### src/verilog/bbus_pkg.sv
/*
 * Constants, types and timing counts shared by the byte-bus interface unit.
 * Assumes a single clock mclk (the oscillator input, 20 MHz), synchronous reset.
 */
// How it works
// - Sixteen-bit operands move as two byte cycles
// - Prefetch queue holds four instruction bytes
// - Fetch whenever one queue byte is free
// - Word access costs four extra clocks
// - No numerics coprocessor handshake exists
// - Middle address byte latched, address only
// - Byte-high pin flags refresh cycles instead
// - Processor clock is oscillator divided by two
// - Divider toggles on oscillator rising edge
// - Processor clock driven out on own pin
// - Async ready sampled mid T2, T3, waits; the mid-T2 sample is never used, since T2 always goes on to T3
// - Rising async ready gets half-clock synchronisation
// - Sync ready sampled at end of T2, T3, waits; the code tests ready only at end of T3 and waits, T2 always goes on to T3
// - Reset out five clocks for six-clock input
// - Reset out lags input at most 2.5 clocks
// - Address latch strobe plus read, write strobes
// - Status bit two: low I/O, high memory
// - Transceiver enable low in memory, I/O, ack cycles
// - Direction high on writes, low on reads
// - Finish current cycle, then grant and float bus
// - Drop grant when refresh pends; wait release
package bbus_pkg;

	// ------------------------------------------------------------
	// Sizes and timing
	// ------------------------------------------------------------
	localparam int QUEUE_DEPTH = 4;
	localparam int QPTR_W = 2;
	localparam int QCNT_W = 3;
	localparam int ADDR_W = 20;
	localparam int RST_SYNC_LEN = 4;
	localparam logic [QCNT_W-1:0] QCNT_RESET = 3'h0;
	localparam logic RESET_OUT_RESET = 1'b1;
	localparam logic PHASE_RESET = 1'b0;

	// ------------------------------------------------------------
	// Bus cycle kinds and states
	// ------------------------------------------------------------
	typedef enum logic [2:0] {
		KIND_FETCH = 3'h0,
		KIND_MEM_RD = 3'h1,
		KIND_MEM_WR = 3'h2,
		KIND_IO_RD = 3'h3,
		KIND_IO_WR = 3'h4,
		KIND_INT_ACK = 3'h5,
		KIND_REFRESH = 3'h6
	} kind_t;

	// Gray along the waited path T1 -> T2 -> T3 -> TW -> T4 -> idle
	typedef enum logic [2:0] {
		ST_IDLE = 3'h0,
		ST_T1 = 3'h1,
		ST_T2 = 3'h3,
		ST_T3 = 3'h2,
		ST_TW = 3'h6,
		ST_T4 = 3'h4,
		ST_HOLD = 3'h5
	} bus_state_t;

	function automatic logic kind_is_write(input kind_t k);
		return (k == KIND_MEM_WR) || (k == KIND_IO_WR);
	endfunction : kind_is_write

	function automatic logic kind_is_mem(input kind_t k);
		return (k == KIND_FETCH) || (k == KIND_MEM_RD) || (k == KIND_MEM_WR)
			|| (k == KIND_REFRESH);
	endfunction : kind_is_mem

endpackage : bbus_pkg

### src/verilog/byte_bus_ctrl.sv
/*
 * Byte-wide local bus controller: bus state sequencing, ready sampling,
 * strobes, transceiver control, prefetch, word splitting and bus grant.
 * Assumes core requests are held until done pulses; mclk is the oscillator.
 */
`timescale 1ns/100ps
module byte_bus_ctrl (
	input wire logic mclk,
	input wire logic rst,
	input wire logic external_init_in_n,
	input wire logic async_ready_in,
	input wire logic sync_ready_in,
	input wire logic hold_req,
	input wire logic refresh_req,
	input wire logic op_req,
	input wire bbus_pkg::kind_t op_kind,
	input wire logic op_word,
	input wire logic [bbus_pkg::ADDR_W-1:0] op_addr,
	input wire logic [15:0] op_wdata,
	input wire logic [bbus_pkg::ADDR_W-1:0] fetch_addr,
	input wire logic q_flush,
	input wire logic q_pop,
	input wire logic [7:0] data_in,
	output logic op_done,
	output logic [15:0] op_rdata,
	output logic [7:0] q_byte,
	output logic q_valid,
	output logic proc_clock_output,
	output logic reset_out,
	output logic ale,
	output logic rd_n,
	output logic wr_n,
	output logic [7:0] addr_data_out,
	output logic [7:0] upper_addr_mid_byte,
	output logic [3:0] addr_high,
	output logic status_bit_two,
	output logic refresh_cycle_flag,
	output logic xcvr_output_enable_n,
	output logic xcvr_direction,
	output logic bus_oe_n,
	output logic bus_grant_out
);
	import bbus_pkg::*;

	// ------------------------------------------------------------
	// Clock, reset and queue
	// ------------------------------------------------------------
	logic phase_r;
	logic reset_out_r;
	logic [7:0] q_rd_data;
	logic [QCNT_W-1:0] q_count;

	clk_rst_gen u_clk_rst (
		.mclk(mclk),
		.rst(rst),
		.external_init_in_n(external_init_in_n),
		.phase_r(phase_r),
		.reset_out_r(reset_out_r)
	);

	// ------------------------------------------------------------
	// State
	// ------------------------------------------------------------
	bus_state_t st_r, st_nxt;
	kind_t kind_r;
	logic word_r;
	logic second_r;
	logic [ADDR_W-1:0] addr_r;
	logic [15:0] wdata_r;
	logic [7:0] low_byte_r;
	logic async_ready_in_s1_r;
	logic async_ready_in_s2_r;
	logic rdy_r;
	logic op_done_r;
	logic [15:0] op_rdata_r;
	logic clk_out_r;
	logic ale_r, rd_n_r, wr_n_r;
	logic [7:0] ad_r;
	logic [7:0] mid_r;
	logic [3:0] ah_r;
	logic s2_r, refresh_cycle_flag_r, den_n_r, dtr_r, oe_n_r, grant_r;
	logic hold_seen_r;
	logic [7:0] rd_byte_r;

	wire in_reset = reset_out_r;
	// Processor-clock edge points on the oscillator grid
	wire rise_edge = ~phase_r;
	wire fall_edge = phase_r;
	wire q_space = (q_count != QCNT_W'(QUEUE_DEPTH));
	wire q_wr = (st_r == ST_T4) && rise_edge && (kind_r == KIND_FETCH);
	wire at_ready_pt = (st_r == ST_T2) || (st_r == ST_T3) || (st_r == ST_TW);
	wire cycle_end = (st_r == ST_T4) && rise_edge;
	wire more_bytes = word_r && !second_r;
	wire [7:0] out_byte = second_r ? wdata_r[15:8] : wdata_r[7:0];
	wire [ADDR_W-1:0] cur_addr = addr_r + ADDR_W'(second_r);
	wire start_op = op_req && !op_done_r;
	wire go_hold = hold_req && !refresh_req;

	prefetch_queue u_queue (
		.mclk(mclk),
		.rst(rst || in_reset),
		.flush(q_flush),
		.wr_en(q_wr),
		.wr_data(rd_byte_r),
		.rd_en(q_pop),
		.rd_data(q_rd_data),
		.count(q_count)
	);

	// ------------------------------------------------------------
	// Ready sampling
	// ------------------------------------------------------------
	// Async ready taken mid-state (falling edge), then half a clock of
	// resolution before use at state end; sync ready used directly.
	always_ff @(posedge mclk) begin
		if (rst) begin
			async_ready_in_s1_r <= 1'b0;
			async_ready_in_s2_r <= 1'b0;
		end else begin
			async_ready_in_s1_r <= async_ready_in;
			if (fall_edge) begin
				async_ready_in_s2_r <= async_ready_in_s1_r;
			end
		end
	end

	always_comb begin
		rdy_r = async_ready_in_s2_r || sync_ready_in;
	end

	// ------------------------------------------------------------
	// Read data capture
	// ------------------------------------------------------------
	// Taken mid-T4 while the read strobe still stands; the bus is
	// released before the cycle ends, so data_in is stale by then.
	always_ff @(posedge mclk) begin
		if (rst) begin
			rd_byte_r <= 8'h00;
		end else if ((st_r == ST_T4) && fall_edge) begin
			rd_byte_r <= data_in;
		end
	end

	// ------------------------------------------------------------
	// Bus state sequencing
	// ------------------------------------------------------------
	always_comb begin
		st_nxt = st_r;
		case (st_r)
			ST_IDLE: begin
				if (go_hold) begin
					st_nxt = ST_HOLD;
				end else if (refresh_req || start_op || q_space) begin
					st_nxt = ST_T1;
				end
			end
			ST_T1: st_nxt = ST_T2;
			ST_T2: st_nxt = ST_T3;
			ST_T3: st_nxt = rdy_r ? ST_T4 : ST_TW;
			ST_TW: st_nxt = rdy_r ? ST_T4 : ST_TW;
			ST_T4: st_nxt = more_bytes ? ST_T1 : ST_IDLE;
			ST_HOLD: st_nxt = hold_req ? ST_HOLD : ST_IDLE;
			default: st_nxt = ST_IDLE;
		endcase
	end

	always_ff @(posedge mclk) begin
		if (rst || in_reset) begin
			st_r <= ST_IDLE;
		end else if (rise_edge) begin
			st_r <= st_nxt;
		end
	end

	// ------------------------------------------------------------
	// Cycle setup and word splitting
	// ------------------------------------------------------------
	// Second byte adds one full four-state cycle
	always_ff @(posedge mclk) begin
		if (rst || in_reset) begin
			kind_r <= KIND_FETCH;
			word_r <= 1'b0;
			second_r <= 1'b0;
			addr_r <= '0;
			wdata_r <= '0;
			low_byte_r <= '0;
			op_done_r <= 1'b0;
			op_rdata_r <= '0;
		end else begin
			op_done_r <= 1'b0;
			if (rise_edge && st_r == ST_IDLE && st_nxt == ST_T1) begin
				second_r <= 1'b0;
				if (refresh_req) begin
					kind_r <= KIND_REFRESH;
					word_r <= 1'b0;
					addr_r <= '0;
				end else if (start_op) begin
					kind_r <= op_kind;
					word_r <= op_word;
					addr_r <= op_addr;
					wdata_r <= op_wdata;
				end else begin
					kind_r <= KIND_FETCH;
					word_r <= 1'b0;
					addr_r <= fetch_addr;
				end
			end
			if (cycle_end) begin
				if (more_bytes) begin
					second_r <= 1'b1;
					low_byte_r <= rd_byte_r;
				end else if (kind_r != KIND_FETCH && kind_r != KIND_REFRESH) begin
					op_done_r <= 1'b1;
					op_rdata_r <= word_r ? {rd_byte_r, low_byte_r} : {8'h00, rd_byte_r};
				end
			end
		end
	end

	// ------------------------------------------------------------
	// Pin drivers
	// ------------------------------------------------------------
	wire nxt_t1 = (st_nxt == ST_T1) && rise_edge;
	wire active = (st_r == ST_T2) || (st_r == ST_T3) || (st_r == ST_TW);
	wire is_wr = kind_is_write(kind_r);

	always_ff @(posedge mclk) begin
		if (rst) begin
			clk_out_r <= 1'b0;
		end else begin
			clk_out_r <= ~phase_r;
		end
	end

	always_ff @(posedge mclk) begin
		if (rst || in_reset) begin
			ale_r <= 1'b0;
			rd_n_r <= 1'b1;
			wr_n_r <= 1'b1;
			ad_r <= '0;
			mid_r <= '0;
			ah_r <= '0;
			s2_r <= 1'b1;
			refresh_cycle_flag_r <= 1'b1;
			den_n_r <= 1'b1;
			dtr_r <= 1'b0;
			oe_n_r <= 1'b1;
			grant_r <= 1'b0;
			hold_seen_r <= 1'b0;
		end else begin
			// Address strobe high from mid-T1 to mid-T2 while address is valid
			ale_r <= (st_r == ST_T1) && !nxt_t1;
			rd_n_r <= !(active && !is_wr && kind_r != KIND_INT_ACK);
			wr_n_r <= !(active && is_wr);
			if (st_r == ST_T1) begin
				ad_r <= cur_addr[7:0];
				mid_r <= cur_addr[15:8];
				ah_r <= cur_addr[19:16];
				s2_r <= kind_is_mem(kind_r);
				refresh_cycle_flag_r <= !(kind_r == KIND_REFRESH);
				dtr_r <= is_wr;
			end else if (active && is_wr) begin
				ad_r <= out_byte;
			end
			den_n_r <= !(active || st_r == ST_T4) || kind_r == KIND_REFRESH;
			oe_n_r <= (st_r == ST_HOLD);
			hold_seen_r <= (st_r == ST_HOLD);
			grant_r <= (st_r == ST_HOLD) && !refresh_req;
		end
	end

	// No numerics handshake pins exist on this interface
	assign proc_clock_output = clk_out_r;
	assign reset_out = reset_out_r;
	assign ale = ale_r;
	assign rd_n = rd_n_r;
	assign wr_n = wr_n_r;
	assign addr_data_out = ad_r;
	assign upper_addr_mid_byte = mid_r;
	assign addr_high = ah_r;
	assign status_bit_two = s2_r;
	assign refresh_cycle_flag = refresh_cycle_flag_r;
	assign xcvr_output_enable_n = den_n_r;
	assign xcvr_direction = dtr_r;
	assign bus_oe_n = oe_n_r;
	assign bus_grant_out = grant_r;
	assign op_done = op_done_r;
	assign op_rdata = op_rdata_r;
	assign q_byte = q_rd_data;
	assign q_valid = (q_count != QCNT_RESET);

endmodule : byte_bus_ctrl

### src/verilog/clk_rst_gen.sv
/*
 * Divide-by-two processor clock phase and synchronised reset output.
 * Assumes mclk is the oscillator; reset input pin sampled synchronously.
 */
`timescale 1ns/100ps
module clk_rst_gen (
	input wire logic mclk,
	input wire logic rst,
	input wire logic external_init_in_n,
	output logic phase_r,
	output logic reset_out_r
);
	import bbus_pkg::*;

	logic [RST_SYNC_LEN-1:0] sync_r;

	// ------------------------------------------------------------
	// Clock divider
	// ------------------------------------------------------------
	// Phase 1 marks the high half of the processor clock; it toggles
	// every oscillator edge modelled by mclk
	always_ff @(posedge mclk) begin
		if (rst) begin
			phase_r <= PHASE_RESET;
		end else begin
			phase_r <= ~phase_r;
		end
	end

	// ------------------------------------------------------------
	// Reset synchroniser
	// ------------------------------------------------------------
	// Five oscillator edges = two and a half processor clocks of lag
	always_ff @(posedge mclk) begin
		if (rst) begin
			sync_r <= '1;
			reset_out_r <= RESET_OUT_RESET;
		end else begin
			sync_r <= {sync_r[RST_SYNC_LEN-2:0], ~external_init_in_n};
			reset_out_r <= sync_r[RST_SYNC_LEN-1];
		end
	end

endmodule : clk_rst_gen

### src/verilog/prefetch_queue.sv
/*
 * Four-byte instruction prefetch queue.
 * Assumes writes only when not full and reads only when not empty.
 */
`timescale 1ns/100ps
module prefetch_queue (
	input wire logic mclk,
	input wire logic rst,
	input wire logic flush,
	input wire logic wr_en,
	input wire logic [7:0] wr_data,
	input wire logic rd_en,
	output logic [7:0] rd_data,
	output logic [bbus_pkg::QCNT_W-1:0] count
);
	import bbus_pkg::*;

	logic [7:0] mem_r [QUEUE_DEPTH];
	logic [QPTR_W-1:0] wp_r;
	logic [QPTR_W-1:0] rp_r;
	logic [QCNT_W-1:0] cnt_r;
	wire do_wr = wr_en && (cnt_r != QCNT_W'(QUEUE_DEPTH));
	wire do_rd = rd_en && (cnt_r != QCNT_RESET);

	assign rd_data = mem_r[rp_r];
	assign count = cnt_r;

	always_ff @(posedge mclk) begin
		if (do_wr) begin
			mem_r[wp_r] <= wr_data;
		end
	end

	always_ff @(posedge mclk) begin
		if (rst || flush) begin
			wp_r <= '0;
			rp_r <= '0;
			cnt_r <= QCNT_RESET;
		end else begin
			wp_r <= wp_r + QPTR_W'(do_wr);
			rp_r <= rp_r + QPTR_W'(do_rd);
			cnt_r <= cnt_r + QCNT_W'(do_wr) - QCNT_W'(do_rd);
		end
	end

endmodule : prefetch_queue

### config.mk
export PLATFORM = sky130hd
export DESIGN_NAME = byte_bus_ctrl
export DESIGN_NICKNAME = d
export VERILOG_FILES = /design/src/verilog/bbus_pkg.sv /design/src/verilog/byte_bus_ctrl.sv /design/src/verilog/clk_rst_gen.sv /design/src/verilog/prefetch_queue.sv
export SDC_FILE = /design/constraint.sdc
export NUM_CORES = 1
export LEC_CHECK = 0
export ABC_AREA = 1
export BUFFER_PORTS_ARGS = -buffer_cell sky130_fd_sc_hd__buf_4
export CORE_AREA = 2 2 115 117
export CTS_CLUSTER_SIZE = 25
export DETAILED_ROUTE_END_ITERATION = 8
export DIE_AREA = 0 0 117 119
export PLACE_DENSITY = 0.77
export REMOVE_ABC_BUFFERS = 1
export SLEW_MARGIN = 40
export SYNTH_ARGS = -nofsm -noshare
export SYNTH_HDL_FRONTEND = slang
export SYNTH_SLANG_ARGS = --single-unit
### constraint.sdc
create_clock -name mclk -period 5.4 [get_ports mclk]
set_input_delay 0.81 -clock mclk [delete_from_list [all_inputs] [get_ports mclk]]
set_output_delay 0.81 -clock mclk [all_outputs]
set_load 0.1 [all_outputs]
==> metrics.yaml, run 1 <==
worst_hold_path:
  hold_path.class: "reg -> reg"
worst_setup_path:
  cp.required_ns: 4.59
  slowest_stage: "dfxtp_1"
  cp-end-kind: "output pin"
  max_stage_delay_ns: 0.68
  cp_num_buf_inv: 2
  crit_type: "reg -> out"
  start_kind: "flip-flop"
  crit_family: "flip-flops"
  arrival_ns: 2.08
  crit_fanout: 18
  reg2reg_slack_ns: 2.96
  path_cells: "inv_1 > o21ai_0 > o22ai_1 > buf_4"
outcome:
  status: "completed"
synthesis:
  syn_area_mm2: 0.00667
  yosysTopAreaCellShare_pct: 36.3
  synth_edf_count: 32
  async_flop_share_pct: 0
  synth_seq_cells: 153
  synth_top_cell_by_area: "dfxtp_1"
  ys_top_cells_by_area: "dfxtp_1, edfxtp_1, nand2_1"
  synth-seq-area-share_pct: 50.7
  syn_avg_cell_area_um2: 8.11
  synth_cells: 822
  yosys_warnings: 0
  ys.flop_type: "dfxtp_1"
  yosysUniqueCellTypes: 45
clock_network:
  htreeDepth: 4
  clkTransAtPathRegs_ns: 0.06
  ctsHoldBuffers: 0
  cts_buffers: 17
  post_cts_resized: 0
  postCtsSetupRepairBufs: 0
  clk_latency_ns: 0.42
  clk_path_buf_depth: 2
  clockRootBuffer: "clkbuf_16"
  cts_sinks: 153
  cts_tree: "built"
global_route:
  grt_use_total_pct: 23.5
  grt_pass1_wl_mm: 25.9
  busiest_layer: "met2"
  grt_use_met3_pct: 4.63
  use_met2_pct: 38.4
  grt-ovfl-total: 0
  grt_max_degree: 65
  grt.met1_usage_pct: 30.8
  grt_pass1_vias: 5438
  antenna_found_initial: 0
detailed_routing:
  drt_iter0_markers: 405
  vias: 5936
  routed_wirelength_mm: 16.3
  wire_per_inst_um: 14.4
  drt_pre_antenna_iters: 5
  route.detailed.drc: 0
  antenna_left: 0
  vias_per_cell: 5.25
layout:
  final_common_cell: "nand2_1"
  nNetsFinal: 1027
  drive_gt1_share_pct: 20.4
  diodes: 0
  final_cell_mix: "nand2_1, buf_4, dfxtp_1"
  stdcell_count: 1131
  syn_to_final_growth_pct: 24.7
place:
  port_buffers: 134
  dp.cells: 1099
  place.gp.congestion: 0.828
  dp_hpwl_mm: 11.2
timing:
  finClkSkew_ns: 0.00846
  fin_crit_sh_pct: 53.6
  finalMaxSlewViolations: 0
  fmax_ghz: 0.345
  worst_pin_slew_ns: 0.809
  post-route-min-period_ns: 2.89
  setup_viol: 0
  rsz0062_at_grt: "false"
  tns_ns: 0
  slew_headroom_pct: 45.9
  finalHoldViolCount: 0
floorplan:
  design.core.area_mm2: 0.0129
  die_h_um: 119
  design.die.area_mm2: 0.0139
  chipWidth_um: 117
  fp-row-count: 42
  initial_utilization_pct: 51.8
  io_pins: 135
power_and_ir_drop:
  power_density_mw_per_mm2: 292
  ir_worst_vdd_uv: 216
  cellLeakagePower_nw: 3.41
flow_run:
  cap_violations: 0
==> per-layer routing <==
layer  vias up  wire [um]
met5         -          0
met3        24       1050
met1      2744       7100
li1       2971          -
met4         0        248
met2       197       7880
==> cells in the mapped netlist, drive strengths merged (3+ instances only) <==
cell	count
clkinv	3
clkbuf	22
o211ai	7
a22o	20
o21bai	5
nor2	105
nand4	8
xor2	6
nor3	13
nand3	52
edfxtp	32
a21oi	50
o21ai	56
dfxtp	121
o31ai	7
nor3b	3
inv	85
xnor2	4
or2	6
o22ai	8
ha	6
nand2	165
o221ai	3
buf	15
a31oi	10
==> flip-flops by register name, indices dropped and copies added, names as in the netlist, 2 cells and up <==
name / cells
addr_high: 4
upper_addr_mid_byte: 8
rd_byte_r: 8
wdata_r: 16
st_r: 3
u_queue.count: 3
u_queue.wp_r: 2
addr_r: 20
kind_r: 3
u_queue.rp_r: 2
addr_data_out: 8
op_rdata: 16
low_byte_r: 8
u_clk_rst.sync_r: 4
u_queue.mem_r: 32
==> report_power, final <==
group          leakage [nW]  switching (mW)  internal (mW)  total, mW
sequential             1.28         0.00299           1.16       1.17
clock                 0.261           0.494          0.644       1.14
combinational          1.87          0.0614         0.0583      0.120
total                  3.41           0.559           1.87       2.43
==> per-stage QoR <==
step	power [mW]	hold WS [ns]	utilization (%)	setup WS (ns)	cell area (um2)
6_report	2.43	0.408	64.6	2.51	8320
5_1_grt	2.49	0.427	64.6	2.31	8320
3_3_place_gp	1.31	0.391	60.2	3.01	7750
2_1_floorplan	1.25	0.389	-	1.08	6490
4_1_cts	2.43	0.410	64.6	2.53	8320
3_5_place_dp	1.31	0.394	60.2	2.94	7750
==> layout make-up <==
class / count / area, um2
sequential: 153 / 3380
multi-input combinational: 544 / 2780
clock inverter: 14 / 138
clock buffer: 18 / 429
fill: 1120 / 4550
inverter: 88 / 335
tap: 176 / 220
timing repair buffer: 138 / 1040
==> final timing paths <==
path	from	end	cells past startpoint
max reg2reg	word_r	wdata_r[0]	10
min reg2reg	u_clk_rst.sync_r[2]	u_clk_rst.sync_r[3]	1
max	u_queue.rp_r[0]	q_byte[1]	4
min	u_clk_rst.sync_r[2]	u_clk_rst.sync_r[3]	1
==> cell families (layout without fill, tap and decap cells) <==
kind of cell	count (synthesis)	in the layout	synth area share, %
fa+ha+maj	7	7	1.43
buf+inv	125	258	7.77
compound gates	170	170	15.3
flops	153	153	50.7
simple gates	357	357	23.5
xor+xnor	10	10	1.31
(Power assumes the default switching activity.)
==> inputs of run 2 (changes only) <==
ABC_AREA = 0   (was 1)
CORE_AREA = 2 2 119 121   (was 2 2 115 117)
DIE_AREA = 0 0 121 123   (was 0 0 117 119)
PLACE_DENSITY = 0.76   (was 0.77)
clock period = 2.59 ns   (was 5.4 ns; I/O delays follow)
==> run 2 against run 1 <==
Die area increased by 6.9%; non-clock buffer count increased by 15; critical path depth decreased by 2; highest routed layer unchanged.
==> metrics.yaml, run 2 <==
clock_network:
  post_cts_resized: 0  # unchanged
  postCtsSetupRepairBufs: 0  # unchanged
  cts_tree: "built"
  clk_path_buf_depth: 2  # unchanged
  ctsHoldBuffers: 0  # unchanged
  clkTransAtPathRegs_ns: 0.06  # about the same
  cts_buffers: 17  # unchanged
  htreeDepth: 4  # unchanged
  cts_sinks: 153  # unchanged
  clk_latency_ns: 0.42  # about the same
  clockRootBuffer: "clkbuf_16"
timing:
  fin_crit_sh_pct: 91.9
  worst_pin_slew_ns: 0.603  # -0.206 ns
  setup_viol: 0  # unchanged
  fmax_ghz: 0.420
  final.setup.worst_slack_ns: 0.211  # -2.29 ns
  finalHoldViolCount: 0  # unchanged
  tns_ns: 0  # unchanged
  finClkSkew_ns: 0.00954  # +0.00109 ns
  finalMaxSlewViolations: 0  # unchanged
  hold_ws_ns: 0.138  # -0.270 ns
  rsz0062_at_grt: "false"
  post-route-min-period_ns: 2.38
  slew_headroom_pct: 59.7  # +14 points
synthesis:
  synth_seq_cells: 153  # unchanged
  synth_xor_area_share_pct: 1.96  # +0.65 points
  synthMuxAreaShare_pct: 16.4  # +16 points
  synth_compound_area_share_pct: 8.96  # -6.3 points
  synth_simple_gate_area_share_pct: 16.7  # -6.8 points
  yosys-top-cells-count: "dfxtp_1, nand2_1, mux2i_1, nor2_1, edfxtp_1"
  async_flop_share_pct: 0  # unchanged
  synth_edf_count: 32  # unchanged
  ys_top_cells_by_area: "dfxtp_1, edfxtp_1, mux2i_1"
  yosysTopAreaCellShare_pct: 36.1  # -0.19 points
  synth_adder_area_share_pct: 1.42  # -0.0074 points
  post-synth-top-count-cell: "dfxtp_1"
  syn_avg_cell_area_um2: 10.4  # +28%
  synth_top_cell_by_area: "dfxtp_1"
  synth_top_family_by_area: "simple AND/OR/NAND/NOR gates"
  synth_cells: 644  # -22%
  yosys_warnings: 0  # unchanged
  yosysUniqueCellTypes: 58  # +29%
  ys.flop_type: "dfxtp_1"
  syn_area_mm2: 0.00671  # +0.53%
  synth-seq-area-share_pct: 50.5  # -0.27 points
power_and_ir_drop:
  combPwrFrac_pct: 4.2  # -0.7 points
  p_sw_share_pct: 19.2  # -3.8 points
  pwr-share-seq_pct: 46.6  # -1.5 points
  cellLeakagePower_nw: 3.26  # -4.4%
  power_density_mw_per_mm2: 616  # +110%
  cellInternalPower_mw: 4.22  # +130%
  ir_worst_vdd_uv: 429  # +99%
  power.share.clock_pct: 49.1  # +2.2 points
  power_mw: 5.22  # +120%
  switchingPower_mw: 1.00  # +79%
floorplan:
  die_h_um: 123  # +3.4%
  io_pins: 135  # unchanged
  design.core.area_mm2: 0.0136  # +5.7%
  design.die.area_mm2: 0.0149  # +6.9%
  fp-row-count: 43  # +2.4%
  chipWidth_um: 121  # +3.4%
  initial_utilization_pct: 49.3  # -2.5 points
worst_hold_path:
  min_to: "u_clk_rst.sync_r[0]"
  hold_path.class: "in -> reg"
  min-delay-start: "external_init_in_n"
  holdPathStages: 2  # +1
layout:
  syn_to_final_growth_pct: 26.4
  num-fill-cells: 1088  # -2.9%
  fin_area_mm2: 0.00848  # +1.9%
  nNetsFinal: 855  # -17%
  drive_gt1_share_pct: 30.1  # +9.7 points
  final_cell_mix: "buf_4, dfxtp_1, nand2_1"
  final_common_cell: "buf_4"
  diodes: 0  # unchanged
  largest_reg_flops: 32  # unchanged
  stdcell_count: 963  # -15%
  top_regs: "u_queue.mem_r (32), addr_r (20)"
  final_util_pct: 62.3  # -2.4 points
  regMostFlops: "u_queue.mem_r"
flow_run:
  cap_violations: 0  # unchanged
detailed_routing:
  vias: 5214  # -12%
  drt_iter0_markers: 346  # -15%
  vias_per_cell: 5.41  # +3.2%
  wire_per_inst_um: 16.0  # +11%
  route.detailed.drc: 0  # unchanged
  antenna_left: 0  # unchanged
  drt_pre_antenna_iters: 5  # unchanged
  routed_wirelength_mm: 15.4  # -5.1%
worst_setup_path:
  slowest_stage: "dfxtp_1"
  r2r-end: "u_queue.count[2]"
  r2r-start: "u_queue.count[1]"
  cp-end-kind: "output pin"
  arrival_ns: 1.99  # -0.09 ns
  reg2reg_slack_ns: 0.26  # -2.70 ns
  crit_cells: 2  # -2
  cp.required_ns: 2.20  # -2.39 ns
  path_cells: "mux4_2 > buf_4"
  cp_num_buf_inv: 1  # -1
  crit_type: "reg -> out"
  max_stage_delay_ns: 0.70  # +0.02 ns
  r2r_cells: 10  # unchanged
  start_kind: "flip-flop"
  crit_family: "flip-flops"
  crit_fanout: 9  # -9
global_route:
  grt-ovfl-total: 0  # unchanged
  antenna_found_initial: 0  # unchanged
  grt_use_total_pct: 21.7  # -1.8 points
  grt_pass1_wl_mm: 25.2  # -2.7%
  grt_max_degree: 39  # -40%
  grt_pass1_vias: 5307  # -2.4%
place:
  dpl_cell_area_mm2: 0.00786  # +1.4%
  dp_hpwl_mm: 11.0  # -2.2%
  preCtsSetupSlack_ns: 0.257  # -2.69 ns
  place.gp.congestion: 0.802  # -3.1%
  dp.cells: 931  # -15%
  port_buffers: 134  # unchanged
outcome:
  status: "completed"
==> run 2: worst max path at each step <==
stage	from	end	slack, ns
after detailed placement	u_queue.count[1]	u_queue.count[2]	0.26
after global placement	u_queue.count[1]	u_queue.count[2]	0.39
final	u_queue.rp_r[0]	q_byte[5]	0.21
after floorplan	u_clk_rst.reset_out_r	addr_high[1]	-0.83
after global routing	u_queue.rp_r[0]	q_byte[5]	0.08
after CTS	u_queue.rp_r[0]	q_byte[5]	0.16
==> run 2: final cells by class <==
type	instances	area, um2	area share [%]
Multi-Input combinational cell	434	3060	36.1
Inverter	11	41.3	0.487
Sequential cell	153	3380	39.9
Clock inverter	9	145	1.71
Clock buffer	23	469	5.54
Timing Repair Buffer	153	1150	13.5
Tap cell	180	225	2.66
==> run 2: power by group through the flow <==
stage          clock, mW  combinational [mW]  sequential (mW)
3_5_place_dp           0               0.221             2.49
5_1_grt             2.71               0.236             2.43
3_3_place_gp           0               0.215             2.49
6_report            2.56               0.221             2.43
2_1_floorplan          0              0.0906             2.49
4_1_cts             2.59               0.222             2.43
==> run 2: metal layers <==
layer / global-route usage [%] / routed length (um) / vias to the layer above
met5: 0 / 0 / -
met3: 6.55 / 866 / 19
met4: 7.05 / 203 / 0
li1: - / - / 2561
met2: 38.9 / 8170 / 134
met1: 24.7 / 6210 / 2500
==> run 2: logic make-up after synthesis <==
logic type / Yosys count
XOR/XNOR: 15
AO/OA/AOI/OAI: 89
flip-flops: 153
buffers and inverters: 57
AND/OR/NAND/NOR: 226
adder cells (fa/ha/maj): 7
multiplexers: 97
==> run 2: worst reg2reg max path, delay by kind of cell, from the launching register on <==
| family | cells | cell delay, ns |
|---|---|---|
| adder cells (fa/ha/maj) | 3 | 0.78 |
| AND/OR/NAND/NOR | 3 | 0.62 |
| XOR/XNOR | 2 | 0.36 |
| flip-flops | 1 | 0.35 |
| buffers and inverters | 2 | 0.11 |
==> inputs of run 3 (changes only) <==
PLACE_DENSITY = 0.87   (was 0.76)
==> run 3 against run 2 <==
Register-to-register slack about the same; setup slack better by 0.033 ns; global-route usage up 0.67 points; routed wire length up 3.1%; flip-flop and latch count unchanged; cell count unchanged; final area up 0.28%; utilization up 0.17 points.
==> metrics.yaml, run 3 (same netlist as run 2, synthesis figures left out) <==
floorplan:
  die_h_um: 123  # unchanged
  initial_utilization_pct: 49.3  # unchanged
  design.core.area_mm2: 0.0136  # unchanged
  io_pins: 135  # unchanged
  fp-row-count: 43  # unchanged
  chipWidth_um: 121  # unchanged
  design.die.area_mm2: 0.0149  # unchanged
layout:
  final_cell_mix: "buf_4, dfxtp_1, nand2_1"
  syn_to_final_growth_pct: 26.8
  final_util_pct: 62.5  # +0.17 points
  largest_reg_flops: 32  # unchanged
  top_regs: "u_queue.mem_r (32), addr_r (20)"
  fin_area_mm2: 0.00850  # +0.28%
  regMostFlops: "u_queue.mem_r"
  final_common_cell: "buf_4"
  diodes: 0  # unchanged
  nNetsFinal: 855  # unchanged
  num-fill-cells: 1091  # +0.28%
  drive_gt1_share_pct: 30.7  # +0.51 points
detailed_routing:
  antenna_left: 0  # unchanged
  drt_pre_antenna_iters: 4  # -1
  vias_per_cell: 5.45  # +0.75%
  route.detailed.drc: 0  # unchanged
  vias: 5253  # +0.75%
  drt_iter0_markers: 378  # +9.2%
  routed_wirelength_mm: 15.9  # +3.1%
  wire_per_inst_um: 16.5  # +3.1%
power_and_ir_drop:
  power_mw: 5.20  # -0.40%
  ir_worst_vdd_uv: 469  # +9.3%
  cellLeakagePower_nw: 3.28  # +0.59%
  power_density_mw_per_mm2: 612  # -0.68%
flow_run:
  cap_violations: 0  # unchanged
timing:
  finalHoldViolCount: 0  # unchanged
  finClkSkew_ns: 0.00435  # -0.00519 ns
  rsz0062_at_grt: "false"
  worst_pin_slew_ns: 0.586  # -0.0167 ns
  post-route-min-period_ns: 2.35  # -0.0331 ns
  fmax_ghz: 0.426  # +1.4%
  tns_ns: 0  # unchanged
  fin_crit_sh_pct: 90.6  # -1.3 points
  setup_viol: 0  # unchanged
  finalMaxSlewViolations: 0  # unchanged
  slew_headroom_pct: 60.8  # +1.1 points
worst_setup_path:
  crit_type: "reg -> out"
  crit_fanout: 9  # unchanged
  cp_num_buf_inv: 1  # unchanged
  r2r-start: "u_queue.count[1]"
  cp-end-kind: "output pin"
  reg2reg_slack_ns: 0.27  # about the same
  crit_family: "flip-flops"
  slowest_stage: "dfxtp_1"
  cp.required_ns: 2.20  # about the same
  max_stage_delay_ns: 0.69  # about the same
  arrival_ns: 1.96  # -0.03 ns
  path_cells: "mux4_2 > buf_4"
  start_kind: "flip-flop"
  r2r_cells: 10  # unchanged
  r2r-end: "u_queue.count[2]"
global_route:
  grt_pass1_vias: 5217  # -1.7%
  grt_max_degree: 44  # +13%
  antenna_found_initial: 0  # unchanged
  grt_use_total_pct: 22.4  # +0.67 points
  grt_pass1_wl_mm: 25.8  # +2.3%
  grt-ovfl-total: 0  # unchanged
clock_network:
  clockRootBuffer: "clkbuf_16"
  postCtsSetupRepairBufs: 0  # unchanged
  clkTransAtPathRegs_ns: 0.06  # about the same
  ctsHoldBuffers: 0  # unchanged
  post_cts_resized: 0  # unchanged
  cts_sinks: 153  # unchanged
  cts_tree: "built"
  htreeDepth: 4  # unchanged
  clk_latency_ns: 0.42  # about the same
  cts_buffers: 17  # unchanged
  clk_path_buf_depth: 2  # unchanged
worst_hold_path:
  hold_path.class: "in -> reg"
  min-delay-start: "external_init_in_n"
  min_to: "u_clk_rst.sync_r[0]"
  holdPathStages: 2  # unchanged
place:
  port_buffers: 134  # unchanged
  dp_hpwl_mm: 10.8  # -1.4%
  place.gp.congestion: 0.810  # +1.1%
  dpl_cell_area_mm2: 0.00788  # +0.16%
outcome:
  status: "completed"
-- run 3: worst reg2reg max path: cells and delay by family, from the launching register on --
kind | cells | cell delay (ns)
flops | 1 | 0.35
fa+ha+maj | 3 | 0.78
xor+xnor | 2 | 0.35
buf+inv | 2 | 0.11
simple gates | 3 | 0.63
-- run 3: worst max-delay path by stage --
stage	to	slack (ns)	depth (start not counted)	startpoint
after global placement	u_queue.count[2]	0.38	10	u_queue.count[1]
after detailed placement	u_queue.count[2]	0.25	10	u_queue.count[1]
final	q_byte[1]	0.24	2	u_queue.rp_r[0]
after floorplan	addr_high[1]	-0.83	4	u_clk_rst.reset_out_r
after global routing	q_byte[1]	0.12	2	u_queue.rp_r[0]
after CTS	q_byte[3]	0.17	2	u_queue.rp_r[0]
-- run 3: routing by layer --
metal	global-route usage (%)	vias up	share of wire, %	wire [um]
met5	0	-	0	0
met4	8.36	0	1.4	230
met3	7.43	22	7.8	1240
met2	38.7	163	50	8040
met1	25.8	2504	40	6420
li1	-	2564	-	-
-- run 3: where the power goes --
| group | switching (mW) | leakage [nW] | internal (mW) | total (mW) |
|---|---|---|---|---|
| Combinational | 0.0928 | 1.69 | 0.130 | 0.222 |
| Clock | 0.931 | 0.315 | 1.61 | 2.54 |
| Sequential | 0.00610 | 1.27 | 2.43 | 2.43 |
-- run 3: final cells by class --
| class | count | area (um2) | share of cell area, % |
|---|---|---|---|
| inverters | 11 | 41.3 | 0.486 |
| well taps | 180 | 225 | 2.65 |
| clock buffers | 27 | 576 | 6.77 |
| repair buffers | 153 | 1160 | 13.7 |
| multi-input cells | 434 | 3060 | 36.0 |
| clock inverters | 5 | 50.0 | 0.589 |
| flip-flops and latches | 153 | 3380 | 39.8 |
-- run 3: per-stage QoR --
| step | cells | hold WS (ns) | setup WS (ns) |
|---|---|---|---|
| floorplan | 598 | 0.389 | -0.827 |
| CTS | 963 | 0.113 | 0.171 |
| global placement | 931 | 0.394 | 0.376 |
| finish | 963 | 0.136 | 0.244 |
| detailed placement | 931 | 0.399 | 0.249 |
| global route | 963 | 0.130 | 0.117 |
